### src/dafs_pkg.sv
// Package for the disk adapter fault status word: offsets, reset values and carriers
package dafs_pkg;

    localparam int DATA_W = 16;
    localparam int ADDR_W = 8;

    // Register byte offsets
    localparam logic [7:0] OFF_STATUS = 8'h00;
    localparam logic [7:0] OFF_EVENT = 8'h04;
    localparam logic [7:0] OFF_MASK = 8'h08;

    // Values after reset
    localparam logic [15:0] RST_EVENT = 16'h0000;
    localparam logic [15:0] RST_MASK = 16'h0000;
    localparam logic [15:0] RST_WORD = 16'h0000;

    // Synchroniser depth in flip-flops
    localparam int SYNC_STAGES = 2;

    // Fault flags from the checking circuits and the drive; bit 0 is the last field
    typedef struct packed {
        logic data_ecc_err;
        logic id_compare_err;
        logic id_ecc_err;
        logic exec_fault;
        logic spindle_fault;
        logic seek_fault;
        logic off_cyl_fault;
        logic head_sel_fault;
        logic double_bit_err;
        logic single_bit_err;
        logic v5p0_fault;
        logic vn4p5_fault;
        logic byte0_par_err;
        logic bus_b_par_err;
        logic byte1_par_err;
        logic bus_a_par_err;
    } dafs_faults_t;

    // Register port request from the host side
    typedef struct packed {
        logic [7:0] addr;
        logic [15:0] wdata;
        logic wr;
        logic rd;
    } dafs_bus_req_t;

endpackage

### src/dafs_status.sv
// Combined fault status word with event latch, mask and interrupt
//
// Local design decisions: the register offsets and the plain strobed port.
`timescale 1ns/1ps

module dafs_status (
    // Clock and reset
    input wire logic ref_clk,
    input wire logic resetn,
    // Fault sources from checking circuits and drive
    input wire dafs_pkg::dafs_faults_t faults_in,
    // Register port
    input wire dafs_pkg::dafs_bus_req_t bus_req,
    output logic [15:0] rdata,
    // Interrupt
    output logic irq
);

    typedef struct packed {
        logic [15:0] prev;
        logic [15:0] event_flags;
        logic [15:0] mask;
        logic [15:0] rdata;
        logic irq;
    } dafs_state_t;

    dafs_state_t state_reg;
    dafs_state_t state_next;
    logic [15:0] raw_word;
    logic [15:0] live_word;
    logic [15:0] rise;
    logic [15:0] w1c;
    logic hit_status;
    logic hit_event;
    logic hit_mask;

    // The word is a fixed concatenation of the source flags
    // Bits are listed by name so a reordered carrier cannot move them
    assign raw_word = {
        faults_in.data_ecc_err,
        faults_in.id_compare_err,
        faults_in.id_ecc_err,
        faults_in.exec_fault,
        faults_in.spindle_fault,
        faults_in.seek_fault,
        faults_in.off_cyl_fault,
        faults_in.head_sel_fault,
        faults_in.double_bit_err,
        faults_in.single_bit_err,
        faults_in.v5p0_fault,
        faults_in.vn4p5_fault,
        faults_in.byte0_par_err,
        faults_in.bus_b_par_err,
        faults_in.byte1_par_err,
        faults_in.bus_a_par_err
    };

    // Sources are asynchronous to this clock
    dafs_sync #(
        .W(dafs_pkg::DATA_W)
    ) u_sync (
        .ref_clk(ref_clk),
        .resetn(resetn),
        .async_in(raw_word),
        .sync_out(live_word)
    );

    assign hit_status = (bus_req.addr == dafs_pkg::OFF_STATUS);
    assign hit_event = (bus_req.addr == dafs_pkg::OFF_EVENT);
    assign hit_mask = (bus_req.addr == dafs_pkg::OFF_MASK);
    assign rise = live_word & ~state_reg.prev;
    assign w1c = (bus_req.wr && hit_event) ? bus_req.wdata : 16'h0000;

    always_comb
    begin
        state_next = state_reg;
        state_next.prev = live_word;
        // A new fault edge wins over a clear in the same cycle
        state_next.event_flags = (state_reg.event_flags & ~w1c) | rise;
        if (bus_req.wr && hit_mask)
        begin
            state_next.mask = bus_req.wdata;
        end
        // Writes to the status word fall through with no effect
        state_next.rdata = dafs_pkg::RST_WORD;
        if (bus_req.rd)
        begin
            case (1'b1)
                hit_status: state_next.rdata = live_word;
                hit_event: state_next.rdata = state_reg.event_flags;
                hit_mask: state_next.rdata = state_reg.mask;
                default: state_next.rdata = dafs_pkg::RST_WORD;
            endcase
        end
        state_next.irq = |(state_next.event_flags & state_next.mask);
    end

    always_ff @(posedge ref_clk or negedge resetn)
    begin
        if (!resetn)
        begin
            state_reg.prev <= dafs_pkg::RST_WORD;
            state_reg.event_flags <= dafs_pkg::RST_EVENT;
            state_reg.mask <= dafs_pkg::RST_MASK;
            state_reg.rdata <= dafs_pkg::RST_WORD;
            state_reg.irq <= 1'b0;
        end
        else
        begin
            state_reg <= state_next;
        end
    end

    assign rdata = state_reg.rdata;
    assign irq = state_reg.irq;

    // Status reads return each source as seen two edges before the read
    logic st_rd;
    assign st_rd = bus_req.rd && hit_status;

    property p_bit0;
        @(posedge ref_clk) disable iff (!resetn)
        st_rd |=> rdata[0] == $past(faults_in.bus_a_par_err, 3);
    endproperty
    a_bit0: assert property (p_bit0) else $error("bit 0 wrong");

    property p_bit1;
        @(posedge ref_clk) disable iff (!resetn)
        st_rd |=> rdata[1] == $past(faults_in.byte1_par_err, 3);
    endproperty
    a_bit1: assert property (p_bit1) else $error("bit 1 wrong");

    property p_bit2;
        @(posedge ref_clk) disable iff (!resetn)
        st_rd |=> rdata[2] == $past(faults_in.bus_b_par_err, 3);
    endproperty
    a_bit2: assert property (p_bit2) else $error("bit 2 wrong");

    property p_bit3;
        @(posedge ref_clk) disable iff (!resetn)
        st_rd |=> rdata[3] == $past(faults_in.byte0_par_err, 3);
    endproperty
    a_bit3: assert property (p_bit3) else $error("bit 3 wrong");

    property p_bit4;
        @(posedge ref_clk) disable iff (!resetn)
        st_rd |=> rdata[4] == $past(faults_in.vn4p5_fault, 3);
    endproperty
    a_bit4: assert property (p_bit4) else $error("bit 4 wrong");

    property p_bit5;
        @(posedge ref_clk) disable iff (!resetn)
        st_rd |=> rdata[5] == $past(faults_in.v5p0_fault, 3);
    endproperty
    a_bit5: assert property (p_bit5) else $error("bit 5 wrong");

    property p_bit6;
        @(posedge ref_clk) disable iff (!resetn)
        st_rd |=> rdata[6] == $past(faults_in.single_bit_err, 3);
    endproperty
    a_bit6: assert property (p_bit6) else $error("bit 6 wrong");

    property p_bit7;
        @(posedge ref_clk) disable iff (!resetn)
        st_rd |=> rdata[7] == $past(faults_in.double_bit_err, 3);
    endproperty
    a_bit7: assert property (p_bit7) else $error("bit 7 wrong");

    property p_bit8;
        @(posedge ref_clk) disable iff (!resetn)
        st_rd |=> rdata[8] == $past(faults_in.head_sel_fault, 3);
    endproperty
    a_bit8: assert property (p_bit8) else $error("bit 8 wrong");

    property p_bit9;
        @(posedge ref_clk) disable iff (!resetn)
        st_rd |=> rdata[9] == $past(faults_in.off_cyl_fault, 3);
    endproperty
    a_bit9: assert property (p_bit9) else $error("bit 9 wrong");

    property p_bit10;
        @(posedge ref_clk) disable iff (!resetn)
        st_rd |=> rdata[10] == $past(faults_in.seek_fault, 3);
    endproperty
    a_bit10: assert property (p_bit10) else $error("bit 10 wrong");

    property p_bit11;
        @(posedge ref_clk) disable iff (!resetn)
        st_rd |=> rdata[11] == $past(faults_in.spindle_fault, 3);
    endproperty
    a_bit11: assert property (p_bit11) else $error("bit 11 wrong");

    property p_bit12;
        @(posedge ref_clk) disable iff (!resetn)
        st_rd |=> rdata[12] == $past(faults_in.exec_fault, 3);
    endproperty
    a_bit12: assert property (p_bit12) else $error("bit 12 wrong");

    property p_bit13;
        @(posedge ref_clk) disable iff (!resetn)
        st_rd |=> rdata[13] == $past(faults_in.id_ecc_err, 3);
    endproperty
    a_bit13: assert property (p_bit13) else $error("bit 13 wrong");

    property p_bit14;
        @(posedge ref_clk) disable iff (!resetn)
        st_rd |=> rdata[14] == $past(faults_in.id_compare_err, 3);
    endproperty
    a_bit14: assert property (p_bit14) else $error("bit 14 wrong");

    property p_bit15;
        @(posedge ref_clk) disable iff (!resetn)
        st_rd |=> rdata[15] == $past(faults_in.data_ecc_err, 3);
    endproperty
    a_bit15: assert property (p_bit15) else $error("bit 15 wrong");

    // A rising source edge leaves a sticky flag even if cleared that cycle
    property p_sticky;
        @(posedge ref_clk) disable iff (!resetn)
        (|rise) |=> ((state_reg.event_flags & $past(rise)) == $past(rise));
    endproperty
    a_sticky: assert property (p_sticky) else $error("event lost");

    // Status writes leave the mask unchanged
    property p_ro;
        @(posedge ref_clk) disable iff (!resetn)
        (bus_req.wr && hit_status) |=> state_reg.mask == $past(state_reg.mask);
    endproperty
    a_ro: assert property (p_ro) else $error("status write had effect");

    // Read data stand only in the cycle after a read
    property p_rd_idle;
        @(posedge ref_clk) disable iff (!resetn)
        !bus_req.rd |=> rdata == 16'h0000;
    endproperty
    a_rd_idle: assert property (p_rd_idle) else $error("read data not cleared");

    // Interrupt follows unmasked sticky flags
    property p_irq;
        @(posedge ref_clk) disable iff (!resetn)
        irq == |(state_reg.event_flags & state_reg.mask);
    endproperty
    a_irq: assert property (p_irq) else $error("irq mismatch");

    // A cleared flag stays clear unless its source rose in that cycle
    property p_clear;
        @(posedge ref_clk) disable iff (!resetn)
        (bus_req.wr && hit_event) |=> (state_reg.event_flags & $past(w1c & ~rise)) == 16'h0000;
    endproperty
    a_clear: assert property (p_clear) else $error("flag survived clear");

    // No event flag appears without a rising source edge
    property p_no_spurious;
        @(posedge ref_clk) disable iff (!resetn)
        1'b1 |=> (state_reg.event_flags & ~$past(state_reg.event_flags | rise)) == 16'h0000;
    endproperty
    a_no_spurious: assert property (p_no_spurious) else $error("flag set without edge");

    // Mask takes the written word
    property p_mask_wr;
        @(posedge ref_clk) disable iff (!resetn)
        (bus_req.wr && hit_mask) |=> state_reg.mask == $past(bus_req.wdata);
    endproperty
    a_mask_wr: assert property (p_mask_wr) else $error("mask write lost");

    // Mask moves only on its own write
    property p_mask_hold;
        @(posedge ref_clk) disable iff (!resetn)
        !(bus_req.wr && hit_mask) |=> state_reg.mask == $past(state_reg.mask);
    endproperty
    a_mask_hold: assert property (p_mask_hold) else $error("mask changed");

    // Event reads return the flags as they stood at the strobe
    property p_rd_event;
        @(posedge ref_clk) disable iff (!resetn)
        (bus_req.rd && hit_event) |=> rdata == $past(state_reg.event_flags);
    endproperty
    a_rd_event: assert property (p_rd_event) else $error("event read wrong");

    // Mask reads return the mask as it stood at the strobe
    property p_rd_mask;
        @(posedge ref_clk) disable iff (!resetn)
        (bus_req.rd && hit_mask) |=> rdata == $past(state_reg.mask);
    endproperty
    a_rd_mask: assert property (p_rd_mask) else $error("mask read wrong");

    // Unmapped reads return zero so software sees no stale word
    property p_rd_unmapped;
        @(posedge ref_clk) disable iff (!resetn)
        (bus_req.rd && !(hit_status || hit_event || hit_mask)) |=> rdata == 16'h0000;
    endproperty
    a_rd_unmapped: assert property (p_rd_unmapped) else $error("unmapped read not zero");

    // Status reads show the whole synchronised word
    property p_rd_live;
        @(posedge ref_clk) disable iff (!resetn)
        st_rd |=> rdata == $past(live_word);
    endproperty
    a_rd_live: assert property (p_rd_live) else $error("status read wrong");

    // Every source reaches the word two edges after it is sampled
    property p_sync_lag;
        @(posedge ref_clk) disable iff (!resetn)
        $past(resetn, 2) |-> live_word == $past(raw_word, 2);
    endproperty
    a_sync_lag: assert property (p_sync_lag) else $error("word lags sources");

    // Status writes neither clear nor set event flags
    property p_ro_event;
        @(posedge ref_clk) disable iff (!resetn)
        (bus_req.wr && hit_status) |=>
            state_reg.event_flags == $past(state_reg.event_flags | rise);
    endproperty
    a_ro_event: assert property (p_ro_event) else $error("status write hit events");

    // A zero mask keeps the interrupt low
    property p_irq_masked;
        @(posedge ref_clk) disable iff (!resetn)
        (state_reg.mask == 16'h0000) |-> !irq;
    endproperty
    a_irq_masked: assert property (p_irq_masked) else $error("irq with zero mask");

    // The interrupt needs at least one sticky flag
    property p_irq_flag;
        @(posedge ref_clk) disable iff (!resetn)
        irq |-> state_reg.event_flags != 16'h0000;
    endproperty
    a_irq_flag: assert property (p_irq_flag) else $error("irq without flag");

endmodule // dafs_status

### src/dafs_sync.sv
// Two-flop synchroniser for a vector of asynchronous fault levels
`timescale 1ns/1ps

module dafs_sync #(
    parameter int W = 16
) (
    // Clock and reset
    input wire logic ref_clk,
    input wire logic resetn,
    // Asynchronous levels in, synchronised levels out
    input wire logic [W-1:0] async_in,
    output logic [W-1:0] sync_out
);

    typedef struct packed {
        logic [W-1:0] meta;
        logic [W-1:0] stable;
    } dafs_sync_state_t;

    dafs_sync_state_t state_reg;
    dafs_sync_state_t state_next;

    // Only the second stage is visible; the first stage feeds nothing else
    always_comb
    begin
        state_next = state_reg;
        state_next.meta = async_in;
        state_next.stable = state_reg.meta;
    end

    always_ff @(posedge ref_clk or negedge resetn)
    begin
        if (!resetn)
        begin
            state_reg <= '0;
        end
        else
        begin
            state_reg <= state_next;
        end
    end

    assign sync_out = state_reg.stable;

endmodule // dafs_sync

### config.mk
export PLATFORM = sky130hd
export DESIGN_NAME = dafs_status
export DESIGN_NICKNAME = d
export VERILOG_FILES = /design/src/dafs_pkg.sv /design/src/dafs_status.sv /design/src/dafs_sync.sv
export SDC_FILE = /design/constraint.sdc
export NUM_CORES = 1
export LEC_CHECK = 0
export BUFFER_PORTS_ARGS = -buffer_cell sky130_fd_sc_hd__buf_2
export CAP_MARGIN = 15
export CORE_AREA = 2 2 117 119
export DETAILED_ROUTE_END_ITERATION = 10
export DIE_AREA = 0 0 119 121
export HOLD_SLACK_MARGIN = 0.03
export SLEW_MARGIN = 0
export SYNTH_ARGS = -nofsm -noshare
export SYNTH_HDL_FRONTEND = slang
export SYNTH_SLANG_ARGS = --single-unit
### constraint.sdc
create_clock -name ref_clk -period 4 [get_ports ref_clk]
set_input_delay 0.2 -clock ref_clk [delete_from_list [all_inputs] [get_ports ref_clk]]
set_output_delay 0.2 -clock ref_clk [all_outputs]
set_load 0.02 [all_outputs]
# Word-level counts from Yosys, hierarchy flattened
# Cells that the tools add are included.
[totals]
mem_bits_ro = 0
mem_count = 0
elab_cells = 25
latchBits = 0
regBits = 97
output_inout_bits = 17
ramBits = 0
[op_classes]
multipliers = 0
n_addsub = 0
n_lt_le_gt_ge = 0
shifts = 0
n_bitwise = 6
mux = 6
div_mod_pow = 0
n_eq_ne = 2
n_reduce_logical = 4
[ops]
columns = ["cell", "count"]
rows = [
  ["16-bit two-way mux", 6],
  ["16-bit bitwise AND", 3],
  ["16-bit NOT", 2],
  ["16-bit OR", 1],
  ["16-bit OR reduction", 1],
  ["8-bit by 3-bit == test with 1-bit output, second input constant", 1],
  ["8-bit by 4-bit == test with 1-bit output, second input constant", 1],
  ["8-bit logical NOT", 1],
  ["1-bit logical AND", 2],
]

# Logic depth before layout (Yosys ltp)
[depth]
depth_word = 8
ltp_mapped = 8
ltp_nobuf = 5

# Hierarchy
# From an unflattened synthesis, not the netlist that was laid out.
[hier_totals]
cells_unflattened = 331
hier_area_um2 = 3868.7
[modules_own_cells]
columns = ["mod", "area_per_inst_um2", "n_inst", "cells_per_inst"]
rows = [
  ["dafs_status", 3067.9, 1, 299],
  ["dafs_sync", 800.8, 1, 32],
]

# Least setup slack after synthesis
# No wires, ideal clock.
[synth_path]
path_type = "input to register"
startpoint = "input bus_req[23] (netlist name)"
endpoint = "register irq (netlist name)"
t_arrival_ns = 1.898
path_buffers = 1
stages = 6
slack_ns = 1.963
path_cell_list = "or4_4 buf_6 o31ai_1 o2bb2ai_1 o2111ai_1 or4_1"
[synth_lines]
columns = ["item", "line_no", "text"]
rows = [
  ["from (decl)", "dafs_status.sv:13", "input wire dafs_pkg::dafs_bus_req_t bus_req,"],
]

==> out/results.ini <==
[setup_path]
crit_required_ns=4.21
slowest_delay_ns=0.54
rr_endpoint=irq
critical_path_class=in2reg
cp_slowest_cell=or4_1
start_kind=primary input
worstPathArrival_ns=2.47
r2r_start=u_sync.sync_out[3]
reg2reg_setup_slack_ns=2.46
endpoint_kind=flop
path_buf_inv=2
crit_chain=buf_2 -> nor2b_1 -> buf_4 -> a41oi_1 -> o2bb2ai_1 -> o2111ai_1 -> or4_1
worstRegToRegCells=4
cp_top_family=simple AND/OR/NAND/NOR gates
crit_fanout=19

[yosys]
synthFlopType=dfrtp_1
synth_top_area_share_pct=62.74
yosysMostFrequentCell=dfrtp_1
yosysUniqueCellTypes=28
synth-xor-area-share_pct=0
synth_nets=375
postSynthCellCount=331
synth_top_family_by_area=simple AND/OR/NAND/NOR gates
async_flop_share_pct=100.0
synthMuxAreaShare_pct=5.175
synth-adder-area-share_pct=0
ys_warn_count=0
yosys.area.top_type=dfrtp_1
syn_area_per_cell_um2=11.69
synth_compound_area_share_pct=11.55
synth_edf_count=0
ys_seq_area_share_pct=62.74
synth-simple-area-share_pct=12.68
yosys-top-cells-count=dfrtp_1, nor2_1, inv_1
synth-seq-cells=97
syn-cell-area_um2=3869
yosys-top-cells-area=dfrtp_1, mux2i_1, buf_4

[outcome]
status=finished, final reports clean

[final_layout]
largest_reg_flops=48
n_antenna_cell=0
nNetsFinal=433
synthToLayoutAreaGrowth_pct=21.57
drive_gt1_share_pct=24.87
fillers=1313
post-route-util_pct=35.94

[global_route]
use_met1_pct=18.19
antenna_found_initial=0
busiest_layer=met2
grt_max_degree=74
grt_use_met3_pct=3.102
use_met2_pct=20.62
grt_overflow=0
grt_pass1_vias=2789
grt_pass1_wl_mm=14.85
track_usage_pct=13.47

[cts]
cts_tree=done
clk_latency_ns=0.34
clk_path_buf_depth=2
clock_sinks=97
clk_pin_slew_worst_paths_ns=0.07
ctsHtreeMaxLevel=3
cts_root_buf=clkbuf_16
numCtsBuffers=9

[placement]
io_buffers=60
place_congestion=0.8617
hpwl_mm=6.172

[route]
num_vias=2619
drc=0
drt-pass1-iter-count=4
routed_wl_mm=8.817
routed_via_density=4.595
wl_per_cell_um=15.47
antenna_left=0
drt-initial-drc-count=177

[floorplanning]
die_h_um=121
initial_core_util_pct=29.57
die_x_um=119
row_count=42
dieArea_um2=14400
ios=61
fp.coreArea_um2=13090

[sta]
hold_violations=0
relSlewSlack_pct=39.55
fmax_mhz=442.9
min_period_over_period_pct=56.44
tns_ns=0
setup_violations=0
holdWs_ns=0.1322
worstMarginPinSlew_ns=0.9068
fin_worst_skew_ns=0.005903
maxSlewViolCount=0
rsz0062_at_grt=no
period_minus_slack_ns=2.258

[flow_run]
max_cap_violations=0

[pwr]
ir_drop_v=0.0002210
p_leak_uw=0.002293
power_density_nw_per_um2=436.7

[worst_hold_path]
holdPathEnd=state_reg[17]
hp-class=in2reg
hold_start=bus_req[2]
hold_depth=3

[metal layers]
layer  part of all wire [%]  up-vias  wire (um)
li1                       -     1258          -
met2                     46       72       4044
met4                    2.1        0        181
met3                    5.1       12        453
met1                     47     1277       4138
met5                      0        -          0
[cell families (layout without fill, tap and decap cells)]
| kind of cell | after synthesis | in the layout |
|---|---|---|
| AO/OA/AOI/OAI | 60 | 60 |
| buffers and inverters | 59 | 122 |
| flip-flops | 97 | 97 |
| multiplexers | 20 | 20 |
| AND/OR/NAND/NOR | 95 | 95 |
[placed cells by master (no fill, tap or decap)]
cell | Yosys | final
nand4_1 | 16 | 16
clkinvlp_4 | 0 | 3
clkbuf_16 | 0 | 9
buf_2 | 6 | 59
a21oi_1 | 16 | 16
a2bb2o_1 | 1 | 1
a22oi_1 | 4 | 4
bufinv_16 | 0 | 1
nand2_1 | 12 | 12
mux2i_1 | 20 | 20
buf_4 | 18 | 6
o2bb2ai_1 | 11 | 11
clkinv_4 | 0 | 1
nand3_1 | 2 | 2
and2b_1 | 1 | 1
dfrtp_1 | 97 | 97
or4_4 | 1 | 1
nor2_1 | 33 | 33
or4_1 | 1 | 1
o2111ai_1 | 4 | 4
nor2b_1 | 13 | 12
o31ai_1 | 12 | 12
inv_1 | 24 | 24
nor4_2 | 0 | 1
nor3b_2 | 0 | 1
nand2b_1 | 1 | 1
or3b_2 | 1 | 1
a41oi_1 | 12 | 12
nor2b_2 | 0 | 1
or2_2 | 12 | 12
dlygate4sd3_1 | 0 | 17
inv_6 | 0 | 2
[report_power, final]
| group | switching (uW) | internal (uW) | total (uW) |
|---|---|---|---|
| Clock | 369 | 490 | 859 |
| Sequential | 18.6 | 1020 | 1040 |
| Combinational | 95.6 | 63.0 | 159 |
[layout make-up]
cell class,count,area (um2),area share (%)
Timing Repair Buffer,82,510.5,10.85
Inverter,24,90.09,1.915
Sequential cell,97,2427,51.61
Clock buffer,9,225.2,4.789
Clock inverter,7,78.83,1.676
Multi-Input combinational cell,175,1151,24.47
Tap cell,176,220.2,4.682
[worst min-delay path, stage by stage]
cell and delay, ns:
buf_2 0.10, mux2i_1 0.09, inv_1 0.06
[per-stage QoR]
step	setup slack (ns)	std cells	power, uW	cell area, um2
final	1.742	570	2054	4703
after global routing	1.637	570	2142	4703
after CTS	1.788	570	2086	4703
after detailed placement	1.432	537	1205	4229
after global placement	1.463	537	1203	4229
after floorplan	1.963	331	1123	3869
[how the worst max path moves through the flow]
stage | end | from | cells past startpoint | slack, ns
2_1_floorplan | irq | bus_req[23] | 6 | 1.96
3_3_place_gp | irq | bus_req[20] | 7 | 1.46
3_5_place_dp | irq | bus_req[20] | 7 | 1.43
4_1_cts | irq | bus_req[20] | 7 | 1.79
5_1_grt | irq | bus_req[20] | 7 | 1.64
6_report | irq | bus_req[20] | 7 | 1.74
[repair_timing]
item | CTS | global route
hold buffers | 17 | 0
endpoints found under the hold margin | 44 | 0
setup buffers | 0 | 0
resized for setup | 0 | 0
No activity file was read; power rests on OpenSTA's default activity.
